`src/shared/conv_seq_pkg.sv`:
```
package conv_seq_pkg;
    // register byte offsets
    localparam logic [7:0] OFS_CONTROL_0 = 8'h00;
    localparam logic [7:0] OFS_CONTROL_1 = 8'h04;
    localparam logic [7:0] OFS_STATUS = 8'h08;
    localparam logic [7:0] OFS_IRQ_STATUS = 8'h0C;
    localparam logic [7:0] OFS_IRQ_MASK = 8'h10;
    localparam logic [7:0] OFS_CLOCK_CTRL = 8'h14;
    // converter_control_0 fields
    localparam int BIT_START_CONV = 0;
    localparam int BIT_CONV_ENABLE = 1;
    localparam int BIT_POWER_ON = 4;
    localparam int BIT_SAMPLE_SEL = 7;
    localparam int POS_SAMPLE_CLKS = 8;
    // converter_control_1 fields
    localparam int POS_SEQ_MODE = 0;
    localparam int BIT_PULSE_MODE = 2;
    localparam int POS_CLK_DIV = 4;
    localparam int POS_CLK_SRC = 8;
    localparam int POS_REF_SEL = 12;
    // status / irq fields
    localparam int BIT_BUSY = 0;
    localparam int BIT_HALTED = 1;
    localparam int BIT_HUNG = 2;
    localparam int BIT_BAD_RESULT = 3;
    localparam int IRQ_DONE = 0;
    localparam int IRQ_SEQ_END = 1;
    localparam int IRQ_TIMER_OVF = 2;
    localparam int IRQ_HALT = 3;
    localparam int IRQ_W = 4;
    // clock system control
    localparam int BIT_SUBSYS_OFF = 0;
    // encodings and counts
    localparam logic [1:0] CLK_SRC_SUBSYS = 2'h3;
    localparam logic [3:0] SAMPLE_MIN_CLKS = 4'h6;
    localparam logic [31:0] CTL0_RESET = 32'h0000_0400;
    localparam logic [31:0] CTL1_RESET = 32'h0000_0004;
    localparam logic [5:0] CONV_CLKS = 6'h0D;
    localparam logic [1:0] RESP_OKAY = 2'h0;
    localparam logic [1:0] RESP_SLVERR = 2'h2;

    typedef enum logic [1:0] {
        SEQ_SINGLE = 2'b00,
        SEQ_SEQUENCE = 2'b01,
        SEQ_REPEAT_SINGLE = 2'b10,
        SEQ_REPEAT_SEQUENCE = 2'b11
    } seq_mode_t;

    typedef struct packed {
        logic [1:0] clk_src;
        logic [2:0] clk_div;
        logic subsys_off;
    } clk_cfg_t;
endpackage : conv_seq_pkg

```
`src/hw/conv_clock_divider.sv`:
```
`timescale 1ns/1ps
`default_nettype none
// divides aclk into converter clock ticks; freezes when hung
module conv_clock_divider
    import conv_seq_pkg::*;
(
    input wire logic aclk,
    input wire logic aresetn,
    input wire clk_cfg_t cfg,
    output logic tick,
    output logic hung
);
    logic [2:0] count_r;
    logic [1:0] src_prev_r;
    logic hung_r;

    always_ff @(posedge aclk) begin
        if (!aresetn) begin
            count_r <= 3'h0;
        end else if (hung_r || count_r >= cfg.clk_div) begin
            count_r <= 3'h0;
        end else begin
            count_r <= count_r + 3'h1;
        end
    end

    always_ff @(posedge aclk) begin
        if (!aresetn) begin
            src_prev_r <= CLK_SRC_SUBSYS;
        end else begin
            src_prev_r <= cfg.clk_src;
        end
    end

    // leaving the subsystem clock with off-request set and odd ratio hangs
    always_ff @(posedge aclk) begin
        if (!aresetn) begin
            hung_r <= 1'b0;
        end else if (src_prev_r == CLK_SRC_SUBSYS && cfg.clk_src != CLK_SRC_SUBSYS
                     && cfg.subsys_off && !cfg.clk_div[0] && cfg.clk_div != 3'h0) begin
            hung_r <= 1'b1;
        end
    end

    assign tick = !hung_r && count_r >= cfg.clk_div;
    assign hung = hung_r;
endmodule : conv_clock_divider
`default_nettype wire

```
`src/hw/adc_conversion_sequencer.sv`:
```
// The AXI4-Lite slave port and the register addresses are this design's own decisions.
`timescale 1ns/1ps
`default_nettype none
// Summary of operation
// - a timer trigger at a sequence or single-conversion end without an enable toggle halts.
// - a trigger during busy in sequence or repeat modes halts later conversions.
// - the timer-overflow flag stays clear when such an overlap halts the converter.
// - in sequence-mode 1 or 3 a DMA trigger follows every single conversion.
// - extended sampling, an unbuffered reference and under 6 clocks mark the result bad.
// - toggling power during busy in sequence or repeat modes halts later conversions.
// - leaving the subsystem clock with off-request set and an odd divide ratio of 3, 5 or 7 hangs the converter.
module adc_conversion_sequencer
    import conv_seq_pkg::*;
#(
    parameter int CHANNELS = 4
)
(
    input wire logic aclk,
    input wire logic aresetn,
    input wire logic [7:0] s_axi_awaddr,
    input wire logic s_axi_awvalid,
    output logic s_axi_awready,
    input wire logic [31:0] s_axi_wdata,
    input wire logic [3:0] s_axi_wstrb,
    input wire logic s_axi_wvalid,
    output logic s_axi_wready,
    output logic [1:0] s_axi_bresp,
    output logic s_axi_bvalid,
    input wire logic s_axi_bready,
    input wire logic [7:0] s_axi_araddr,
    input wire logic s_axi_arvalid,
    output logic s_axi_arready,
    output logic [31:0] s_axi_rdata,
    output logic [1:0] s_axi_rresp,
    output logic s_axi_rvalid,
    input wire logic s_axi_rready,
    input wire logic timer_trigger,
    output logic dma_trigger,
    output logic [1:0] conv_channel,
    output logic irq
);
    typedef enum logic [1:0] {
        ST_IDLE = 2'b00,
        ST_SAMPLE = 2'b01,
        ST_CONVERT = 2'b10,
        ST_HALTED = 2'b11
    } state_t;

    logic [31:0] ctl0_r;
    logic [31:0] ctl1_r;
    logic [IRQ_W-1:0] irq_stat_r;
    logic [IRQ_W-1:0] irq_mask_r;
    logic subsys_off_r;
    state_t state_r;
    logic [5:0] cnt_r;
    logic [1:0] chan_r;
    logic busy_r;
    logic armed_r;
    logic bad_r;
    logic dma_r;
    logic power_prev_r;
    logic aw_hold_r;
    logic w_hold_r;
    logic [7:0] awaddr_r;
    logic [31:0] wdata_r;
    logic [3:0] wstrb_r;
    logic bvalid_r;
    logic [1:0] bresp_r;
    logic rvalid_r;
    logic [31:0] rdata_r;
    logic [1:0] rresp_r;

    logic tick;
    logic hung;
    logic wr_fire;
    logic ar_fire;
    logic start_req;
    logic overlap;
    logic power_toggle;
    logic conv_done;
    logic last_chan;
    logic [IRQ_W-1:0] irq_set;
    logic [IRQ_W-1:0] irq_clr;
    seq_mode_t mode;
    clk_cfg_t clk_cfg;

    assign mode = seq_mode_t'(ctl1_r[POS_SEQ_MODE +: 2]);
    assign clk_cfg.clk_src = ctl1_r[POS_CLK_SRC +: 2];
    assign clk_cfg.clk_div = ctl1_r[POS_CLK_DIV +: 3];
    assign clk_cfg.subsys_off = subsys_off_r;

    conv_clock_divider u_div (
        .aclk(aclk),
        .aresetn(aresetn),
        .cfg(clk_cfg),
        .tick(tick),
        .hung(hung)
    );

    // axi4-lite write: address and data taken in either order
    assign s_axi_awready = !aw_hold_r && !bvalid_r;
    assign s_axi_wready = !w_hold_r && !bvalid_r;
    assign wr_fire = (aw_hold_r || s_axi_awvalid) && (w_hold_r || s_axi_wvalid) && !bvalid_r;

    always_ff @(posedge aclk) begin
        if (!aresetn) begin
            aw_hold_r <= 1'b0;
            w_hold_r <= 1'b0;
            awaddr_r <= 8'h00;
            wdata_r <= 32'h0000_0000;
            wstrb_r <= 4'h0;
        end else if (wr_fire) begin
            aw_hold_r <= 1'b0;
            w_hold_r <= 1'b0;
        end else begin
            if (s_axi_awvalid && s_axi_awready) begin
                aw_hold_r <= 1'b1;
                awaddr_r <= s_axi_awaddr;
            end
            if (s_axi_wvalid && s_axi_wready) begin
                w_hold_r <= 1'b1;
                wdata_r <= s_axi_wdata;
                wstrb_r <= s_axi_wstrb;
            end
        end
    end

    logic [7:0] wa;
    logic [31:0] wd;
    logic [31:0] wmask;
    assign wa = aw_hold_r ? awaddr_r : s_axi_awaddr;
    assign wd = w_hold_r ? wdata_r : s_axi_wdata;
    assign wmask = {{8{w_hold_r ? wstrb_r[3] : s_axi_wstrb[3]}},
                    {8{w_hold_r ? wstrb_r[2] : s_axi_wstrb[2]}},
                    {8{w_hold_r ? wstrb_r[1] : s_axi_wstrb[1]}},
                    {8{w_hold_r ? wstrb_r[0] : s_axi_wstrb[0]}}};

    always_ff @(posedge aclk) begin
        if (!aresetn) begin
            bvalid_r <= 1'b0;
            bresp_r <= RESP_OKAY;
        end else if (wr_fire) begin
            bvalid_r <= 1'b1;
            bresp_r <= (wa[7:2] <= OFS_CLOCK_CTRL[7:2]) ? RESP_OKAY : RESP_SLVERR;
        end else if (s_axi_bready) begin
            bvalid_r <= 1'b0;
        end
    end

    assign s_axi_bvalid = bvalid_r;
    assign s_axi_bresp = bresp_r;

    // control registers; start_conv_bit self-clears when taken
    always_ff @(posedge aclk) begin
        if (!aresetn) begin
            ctl0_r <= CTL0_RESET;
            ctl1_r <= CTL1_RESET;
            subsys_off_r <= 1'b0;
            irq_mask_r <= '0;
        end else begin
            if (wr_fire && wa[7:2] == OFS_CONTROL_0[7:2]) begin
                ctl0_r <= (ctl0_r & ~wmask) | (wd & wmask);
            end else if (start_req) begin
                ctl0_r[BIT_START_CONV] <= 1'b0;
            end
            if (wr_fire && wa[7:2] == OFS_CONTROL_1[7:2]) begin
                ctl1_r <= (ctl1_r & ~wmask) | (wd & wmask);
            end
            if (wr_fire && wa[7:2] == OFS_CLOCK_CTRL[7:2] && wmask[0]) begin
                subsys_off_r <= wd[BIT_SUBSYS_OFF];
            end
            if (wr_fire && wa[7:2] == OFS_IRQ_MASK[7:2] && wmask[0]) begin
                irq_mask_r <= wd[IRQ_W-1:0];
            end
        end
    end

    // trigger sources: manual start bit or timer input
    assign start_req = ctl0_r[BIT_START_CONV] || timer_trigger;
    assign overlap = start_req && busy_r && mode != SEQ_SINGLE;
    assign power_toggle = ctl0_r[BIT_POWER_ON] != power_prev_r;
    assign last_chan = chan_r == 2'(CHANNELS - 1);
    assign conv_done = state_r == ST_CONVERT && tick && cnt_r == 6'h0;

    always_ff @(posedge aclk) begin
        if (!aresetn) begin
            power_prev_r <= 1'b0;
        end else begin
            power_prev_r <= ctl0_r[BIT_POWER_ON];
        end
    end

    // enable toggle arms the next external trigger
    always_ff @(posedge aclk) begin
        if (!aresetn) begin
            armed_r <= 1'b1;
        end else if (!ctl0_r[BIT_CONV_ENABLE]) begin
            armed_r <= 1'b1;
        end else if (state_r == ST_IDLE && start_req) begin
            armed_r <= 1'b0;
        end
    end

    // conversion state machine
    always_ff @(posedge aclk) begin
        if (!aresetn) begin
            state_r <= ST_IDLE;
            cnt_r <= 6'h0;
            chan_r <= 2'h0;
        end else begin
            case (state_r)
                ST_IDLE: begin
                    if (start_req && ctl0_r[BIT_CONV_ENABLE] && ctl0_r[BIT_POWER_ON]
                        && !hung) begin
                        if (timer_trigger && !armed_r) begin
                            state_r <= ST_HALTED;
                        end else begin
                            state_r <= ST_SAMPLE;
                            cnt_r <= {2'h0, ctl0_r[POS_SAMPLE_CLKS +: 4]};
                        end
                    end
                end
                ST_SAMPLE, ST_CONVERT: begin
                    if (overlap || (power_toggle && mode != SEQ_SINGLE)) begin
                        state_r <= ST_HALTED;
                    end else if (tick && cnt_r != 6'h0) begin
                        cnt_r <= cnt_r - 6'h1;
                    end else if (tick && state_r == ST_SAMPLE) begin
                        state_r <= ST_CONVERT;
                        cnt_r <= CONV_CLKS;
                    end else if (conv_done) begin
                        if (mode == SEQ_SINGLE || ((mode == SEQ_SEQUENCE) && last_chan)
                            || !ctl0_r[BIT_CONV_ENABLE]) begin
                            state_r <= ST_IDLE;
                            chan_r <= 2'h0;
                        end else begin
                            state_r <= ST_SAMPLE;
                            cnt_r <= {2'h0, ctl0_r[POS_SAMPLE_CLKS +: 4]};
                            chan_r <= (mode[0] && !last_chan) ? chan_r + 2'h1 : 2'h0;
                        end
                    end
                end
                ST_HALTED: begin
                    if (!ctl0_r[BIT_CONV_ENABLE] && !ctl0_r[BIT_POWER_ON]) begin
                        state_r <= ST_IDLE;
                        chan_r <= 2'h0;
                    end
                end
                default: state_r <= ST_IDLE;
            endcase
        end
    end

    // busy covers the whole conversion or sequence
    assign busy_r = state_r == ST_SAMPLE || state_r == ST_CONVERT;

    // dma pulse after every conversion, also in sequence modes
    always_ff @(posedge aclk) begin
        if (!aresetn) begin
            dma_r <= 1'b0;
        end else begin
            dma_r <= conv_done && !overlap;
        end
    end

    // result quality flag for short extended sampling
    always_ff @(posedge aclk) begin
        if (!aresetn) begin
            bad_r <= 1'b0;
        end else if (state_r == ST_IDLE && start_req) begin
            bad_r <= !ctl1_r[BIT_PULSE_MODE] && !ctl1_r[POS_REF_SEL]
                     && ctl1_r[POS_REF_SEL +: 4] != 4'h8 && ctl1_r[POS_REF_SEL +: 4] != 4'hA
                     && ctl0_r[POS_SAMPLE_CLKS +: 4] < SAMPLE_MIN_CLKS;
        end
    end

    // interrupt status, set wins over write-one-to-clear
    assign irq_set[IRQ_DONE] = dma_r;
    assign irq_set[IRQ_SEQ_END] = conv_done && (mode == SEQ_SINGLE || last_chan);
    assign irq_set[IRQ_TIMER_OVF] = 1'b0;
    assign irq_set[IRQ_HALT] = state_r != ST_HALTED && (overlap || hung);
    assign irq_clr = (wr_fire && wa[7:2] == OFS_IRQ_STATUS[7:2] && wmask[0]) ?
                     wd[IRQ_W-1:0] : '0;

    always_ff @(posedge aclk) begin
        if (!aresetn) begin
            irq_stat_r <= '0;
        end else begin
            irq_stat_r <= (irq_stat_r & ~irq_clr) | irq_set;
        end
    end

    assign irq = |(irq_stat_r & irq_mask_r);

    // axi4-lite read
    assign s_axi_arready = !rvalid_r;
    assign ar_fire = s_axi_arvalid && !rvalid_r;

    always_ff @(posedge aclk) begin
        if (!aresetn) begin
            rvalid_r <= 1'b0;
            rdata_r <= 32'h0000_0000;
            rresp_r <= RESP_OKAY;
        end else if (ar_fire) begin
            rvalid_r <= 1'b1;
            rresp_r <= RESP_OKAY;
            case (s_axi_araddr[7:2])
                OFS_CONTROL_0[7:2]: rdata_r <= ctl0_r;
                OFS_CONTROL_1[7:2]: rdata_r <= ctl1_r;
                OFS_STATUS[7:2]: rdata_r <= {28'h0, bad_r, hung,
                                             state_r == ST_HALTED, busy_r};
                OFS_IRQ_STATUS[7:2]: rdata_r <= {28'h0, irq_stat_r};
                OFS_IRQ_MASK[7:2]: rdata_r <= {28'h0, irq_mask_r};
                OFS_CLOCK_CTRL[7:2]: rdata_r <= {31'h0, subsys_off_r};
                default: begin
                    rdata_r <= 32'h0000_0000;
                    rresp_r <= RESP_SLVERR;
                end
            endcase
        end else if (s_axi_rready) begin
            rvalid_r <= 1'b0;
        end
    end

    assign s_axi_rvalid = rvalid_r;
    assign s_axi_rdata = rdata_r;
    assign s_axi_rresp = rresp_r;
    assign dma_trigger = dma_r;
    assign conv_channel = chan_r;
endmodule : adc_conversion_sequencer
`default_nettype wire

```
`config.mk`:
```
export PLATFORM = sky130hd
export DESIGN_NAME = adc_conversion_sequencer
export DESIGN_NICKNAME = d
export VERILOG_FILES = /design/src/shared/conv_seq_pkg.sv /design/src/hw/conv_clock_divider.sv /design/src/hw/adc_conversion_sequencer.sv
export SDC_FILE = /design/constraint.sdc
export NUM_CORES = 1
export LEC_CHECK = 0
export BUFFER_PORTS_ARGS = -buffer_cell sky130_fd_sc_hd__buf_2
export CAP_MARGIN = 0
export CORE_ASPECT_RATIO = 1.75
export CORE_UTILIZATION = 55
export CTS_BUF_LIST = sky130_fd_sc_hd__clkbuf_4 sky130_fd_sc_hd__clkbuf_8 sky130_fd_sc_hd__clkbuf_16
export DETAILED_ROUTE_END_ITERATION = 16
export PLACE_DENSITY = 0.86
export SETUP_SLACK_MARGIN = 0.5
export SYNTH_ARGS = -nofsm -noshare
export SYNTH_HDL_FRONTEND = slang
export SYNTH_HIERARCHICAL = 1
export SYNTH_SLANG_ARGS = --single-unit
```
`constraint.sdc`:
```
create_clock -name aclk -period 2.7 [get_ports aclk]
set_clock_uncertainty 0.1 [all_clocks]
set_input_delay 0.405 -clock aclk [delete_from_list [all_inputs] [get_ports aclk]]
set_output_delay 0.405 -clock aclk [all_outputs]
set_load 0.05 [all_outputs]
```
==> metrics.md <==
| Metric | Value |
|---|---|
| DRC violations left | `0` |
| Core area | `13910 µm²` |
| Port Buf Inserts | `98` |
| Setup Crit Path Kind | `register to register` |
| Post-synth top area share | `44.16%` |
| # rows | `57` |
| TNS Setup | `0 ns` |
| Clock Path Buffers | `2` |
| Clock transition at path regs | `0.08 ns` |
| WP data arrival | `2.44 ns` |
| Seq/Total Area, Yosys | `44.16%` |
| Via density | `5.941` |
| Post-Syn Instances | `906` |
| Wirelength per Cell | `17.07 µm` |
| Final Hold Fails | `0` |
| Post-synth top area cell | `dfxtp_1` |
| CP max stage delay | `0.41 ns` |
| IO Count | `105` |
| Worst skew pair latency | `0.44 ns` |
| Max Clock Freq | `0.4535 GHz` |
| H-tree Lvls | `4` |
| Num CTS Buffers | `17` |
| Critical Path End Type | `register` |
| Total power draw | `5.583 mW` |
| Ys flop type | `dfxtp_1` |
| RSZ-0062 raised after global routing | `no` |
| Final ANT Viol Nets | `0` |
| Chip height | `160.0 µm` |
| Gr usage total | `27.25%` |
| Post-layout util | `66.11%` |
| Nets@finish | `1062` |
| Maximum vdd drop | `0.5256 mV` |
| Final cell count without fillers | `1181` |
| Final Max Slew Viols | `0` |
| Area delta synth->final | `17.23%` |
| Rel. slew slack | `56.55%` |
| Final setup viols | `0` |
| Flops & latches, synth | `173` |
| Top cells by count, synth | `dfxtp_1, nand2_1, o21ai_0, mux2i_1, a21oi_1` |
| Vias post-DR | `7016` |
| Placed Cells | `1141` |
| Worst setup SP type | `register` |
| Final HPWL from detailed placement | `13.24 mm` |
| Power Density | `607.2 nW/µm²` |
| Global route overflow | `0` |
| Die span in x | `92.27 µm` |
| Final period util | `81.66%` |
| CTS tree | `yes` |
| Pleak | `3.557 nW` |
| Largest net degree at the start of global routing | `44` |
| Hold buffer count at cts | `0` |
| Hold slack | `0.1085 ns` |
| Post-synthesis cell type count | `76` |
| Post-synth EDFFs | `0` |
| First-pass GRT wire length | `31.84 mm` |
| Netlist Area Pre-Place | `7843 µm²` |
| Syn Area/Cell | `8.656 µm²` |
| Worst Hold Class | `primary input to register` |
| Max FO, Critical Path | `11` |
| Top cells by area, synth | `dfxtp_1, nand2_1, mux2i_1, o21ai_0, mux2_2` |
| CP Cell Sequence | `or3_1, a211o_4, nor4b_4, buf_4, nor2_1, a211oi_1` |
| Max cap viols | `0` |
| Starting density of the core | `56.39%` |
| Fraction of registers with async set/reset | `0%` |
| Slew @ Worst Pin | `0.6467 ns` |
| Crit path time final | `2.205 ns` |
| Share of layout cells above drive strength 1 | `22.03%` |
| Drt first pass iters | `7` |
| Initial DRC count | `619` |
| Routability cong. | `0.9058` |
| Clock Sinks | `173` |
| Vias in the first global route | `6720` |
| Clk root buf | `clkbuf_16` |
| Status | `complete, no violations` |
| Initial antenna violation count | `1` |
| Fillers | `1099` |
| Ys Warns | `6` |
| Die Area | `14760 µm²` |
| Most common cell in the netlist | `dfxtp_1` |
| Worst endpoint required time | `2.93 ns` |
| Routed WL | `20.17 mm` |
| Highest-delay cell along the critical path | `or3_1` |
[cells in the final DEF (no fill, tap or decap), drive strengths merged, types with 5 or more instances in the layout]
cell,count
o31ai,11
and2,31
nand4,6
clkinv,5
a21oi,50
nor3,11
ha,12
a22oi,31
clkbuf,17
inv,31
nand2b,6
o21ai,75
nand3,41
a211oi,16
dfxtp,173
nor2,46
nand2,167
mux2,26
mux2i,50
nand3b,7
buf,125
[cells by family after synthesis]
group,count (synthesis),share of synthesized area [%]
adders and majority gates,12,1.914
buffers and inverters,83,4.451
other,1,0.04782
AOI/OAI and AO/OA,220,17.96
muxes,77,10.40
DFF,173,44.16
xor gates and xnor gates,3,0.3351
and+or+nand+nor,337,20.72
[path summary, 6_finish.rpt]
check	from	to	slack, ns	cells past startpoint
min	s_axi_wdata[28]	wdata_r[28]$_SDFFE_PN0P_	0.11	3
min reg2reg	wdata_r[13]$_SDFFE_PN0P_	wdata_r[13]$_SDFFE_PN0P_	0.35	2
max	aw_hold_r$_SDFFE_PP0P_	irq_mask_r[0]$_SDFFE_PN0P_	0.50	6
max reg2reg	aw_hold_r$_SDFFE_PP0P_	irq_mask_r[0]$_SDFFE_PN0P_	0.50	6
[worst max-delay path, delay by kind of cell (launching register included)]
family	cells	cell delay [ns]
and+or+nand+nor	3	0.74
AOI/OAI and AO/OA	2	0.68
DFF	1	0.39
buffers and inverters	1	0.19
[per-layer routing]
| layer | up-vias | share of wire (%) | GRT usage (%) | wire (µm) |
|---|---|---|---|---|
| li1 | 3359 | - | - | - |
| met2 | 286 | 51 | 47.93 | 10380 |
| met5 | - | 0 | 0 | 0 |
| met4 | 0 | 5.4 | 15.91 | 1090 |
| met3 | 85 | 5.2 | 5.619 | 1041 |
| met1 | 3286 | 38 | 29.77 | 7656 |
[report_power, final]
part	total (mW)	internal, mW	switching [mW]
combinational	0.519	0.182	0.337
clock	2.43	1.25	1.18
sequential	2.63	2.60	0.0364
[final cells by class]
| class | count | area (µm²) | area share (%) |
|---|---|---|---|
| Inverter | 22 | 82.58 | 0.8982 |
| Antenna cell | 1 | 2.502 | 0.02722 |
| Sequential cell | 173 | 3471 | 37.75 |
| Clock buffer | 17 | 425.4 | 4.627 |
| Tap cell | 177 | 221.5 | 2.409 |
| Clock inverter | 15 | 168.9 | 1.837 |
| Multi-Input combinational cell | 651 | 4098 | 44.57 |
| Timing Repair Buffer | 125 | 724.4 | 7.880 |
[per-stage QoR]
| stage | worst slack, ns | instance area (µm²) |
|---|---|---|
| after floorplan | 0.5264 | 7849 |
| after global placement | 0.3397 | 8467 |
| after detailed placement | 0.3012 | 8467 |
| after CTS | 0.5094 | 9091 |
| after global routing | 0.4508 | 9194 |
| final | 0.4951 | 9194 |
[what timing repair did]
action	4_1_cts	5_1_grt
endpoints found under the setup margin	72	70
pin swaps	0	8
buffers inserted	1	6
resized for setup	9	11
Note: power is estimated with default switching activity, not from simulation.
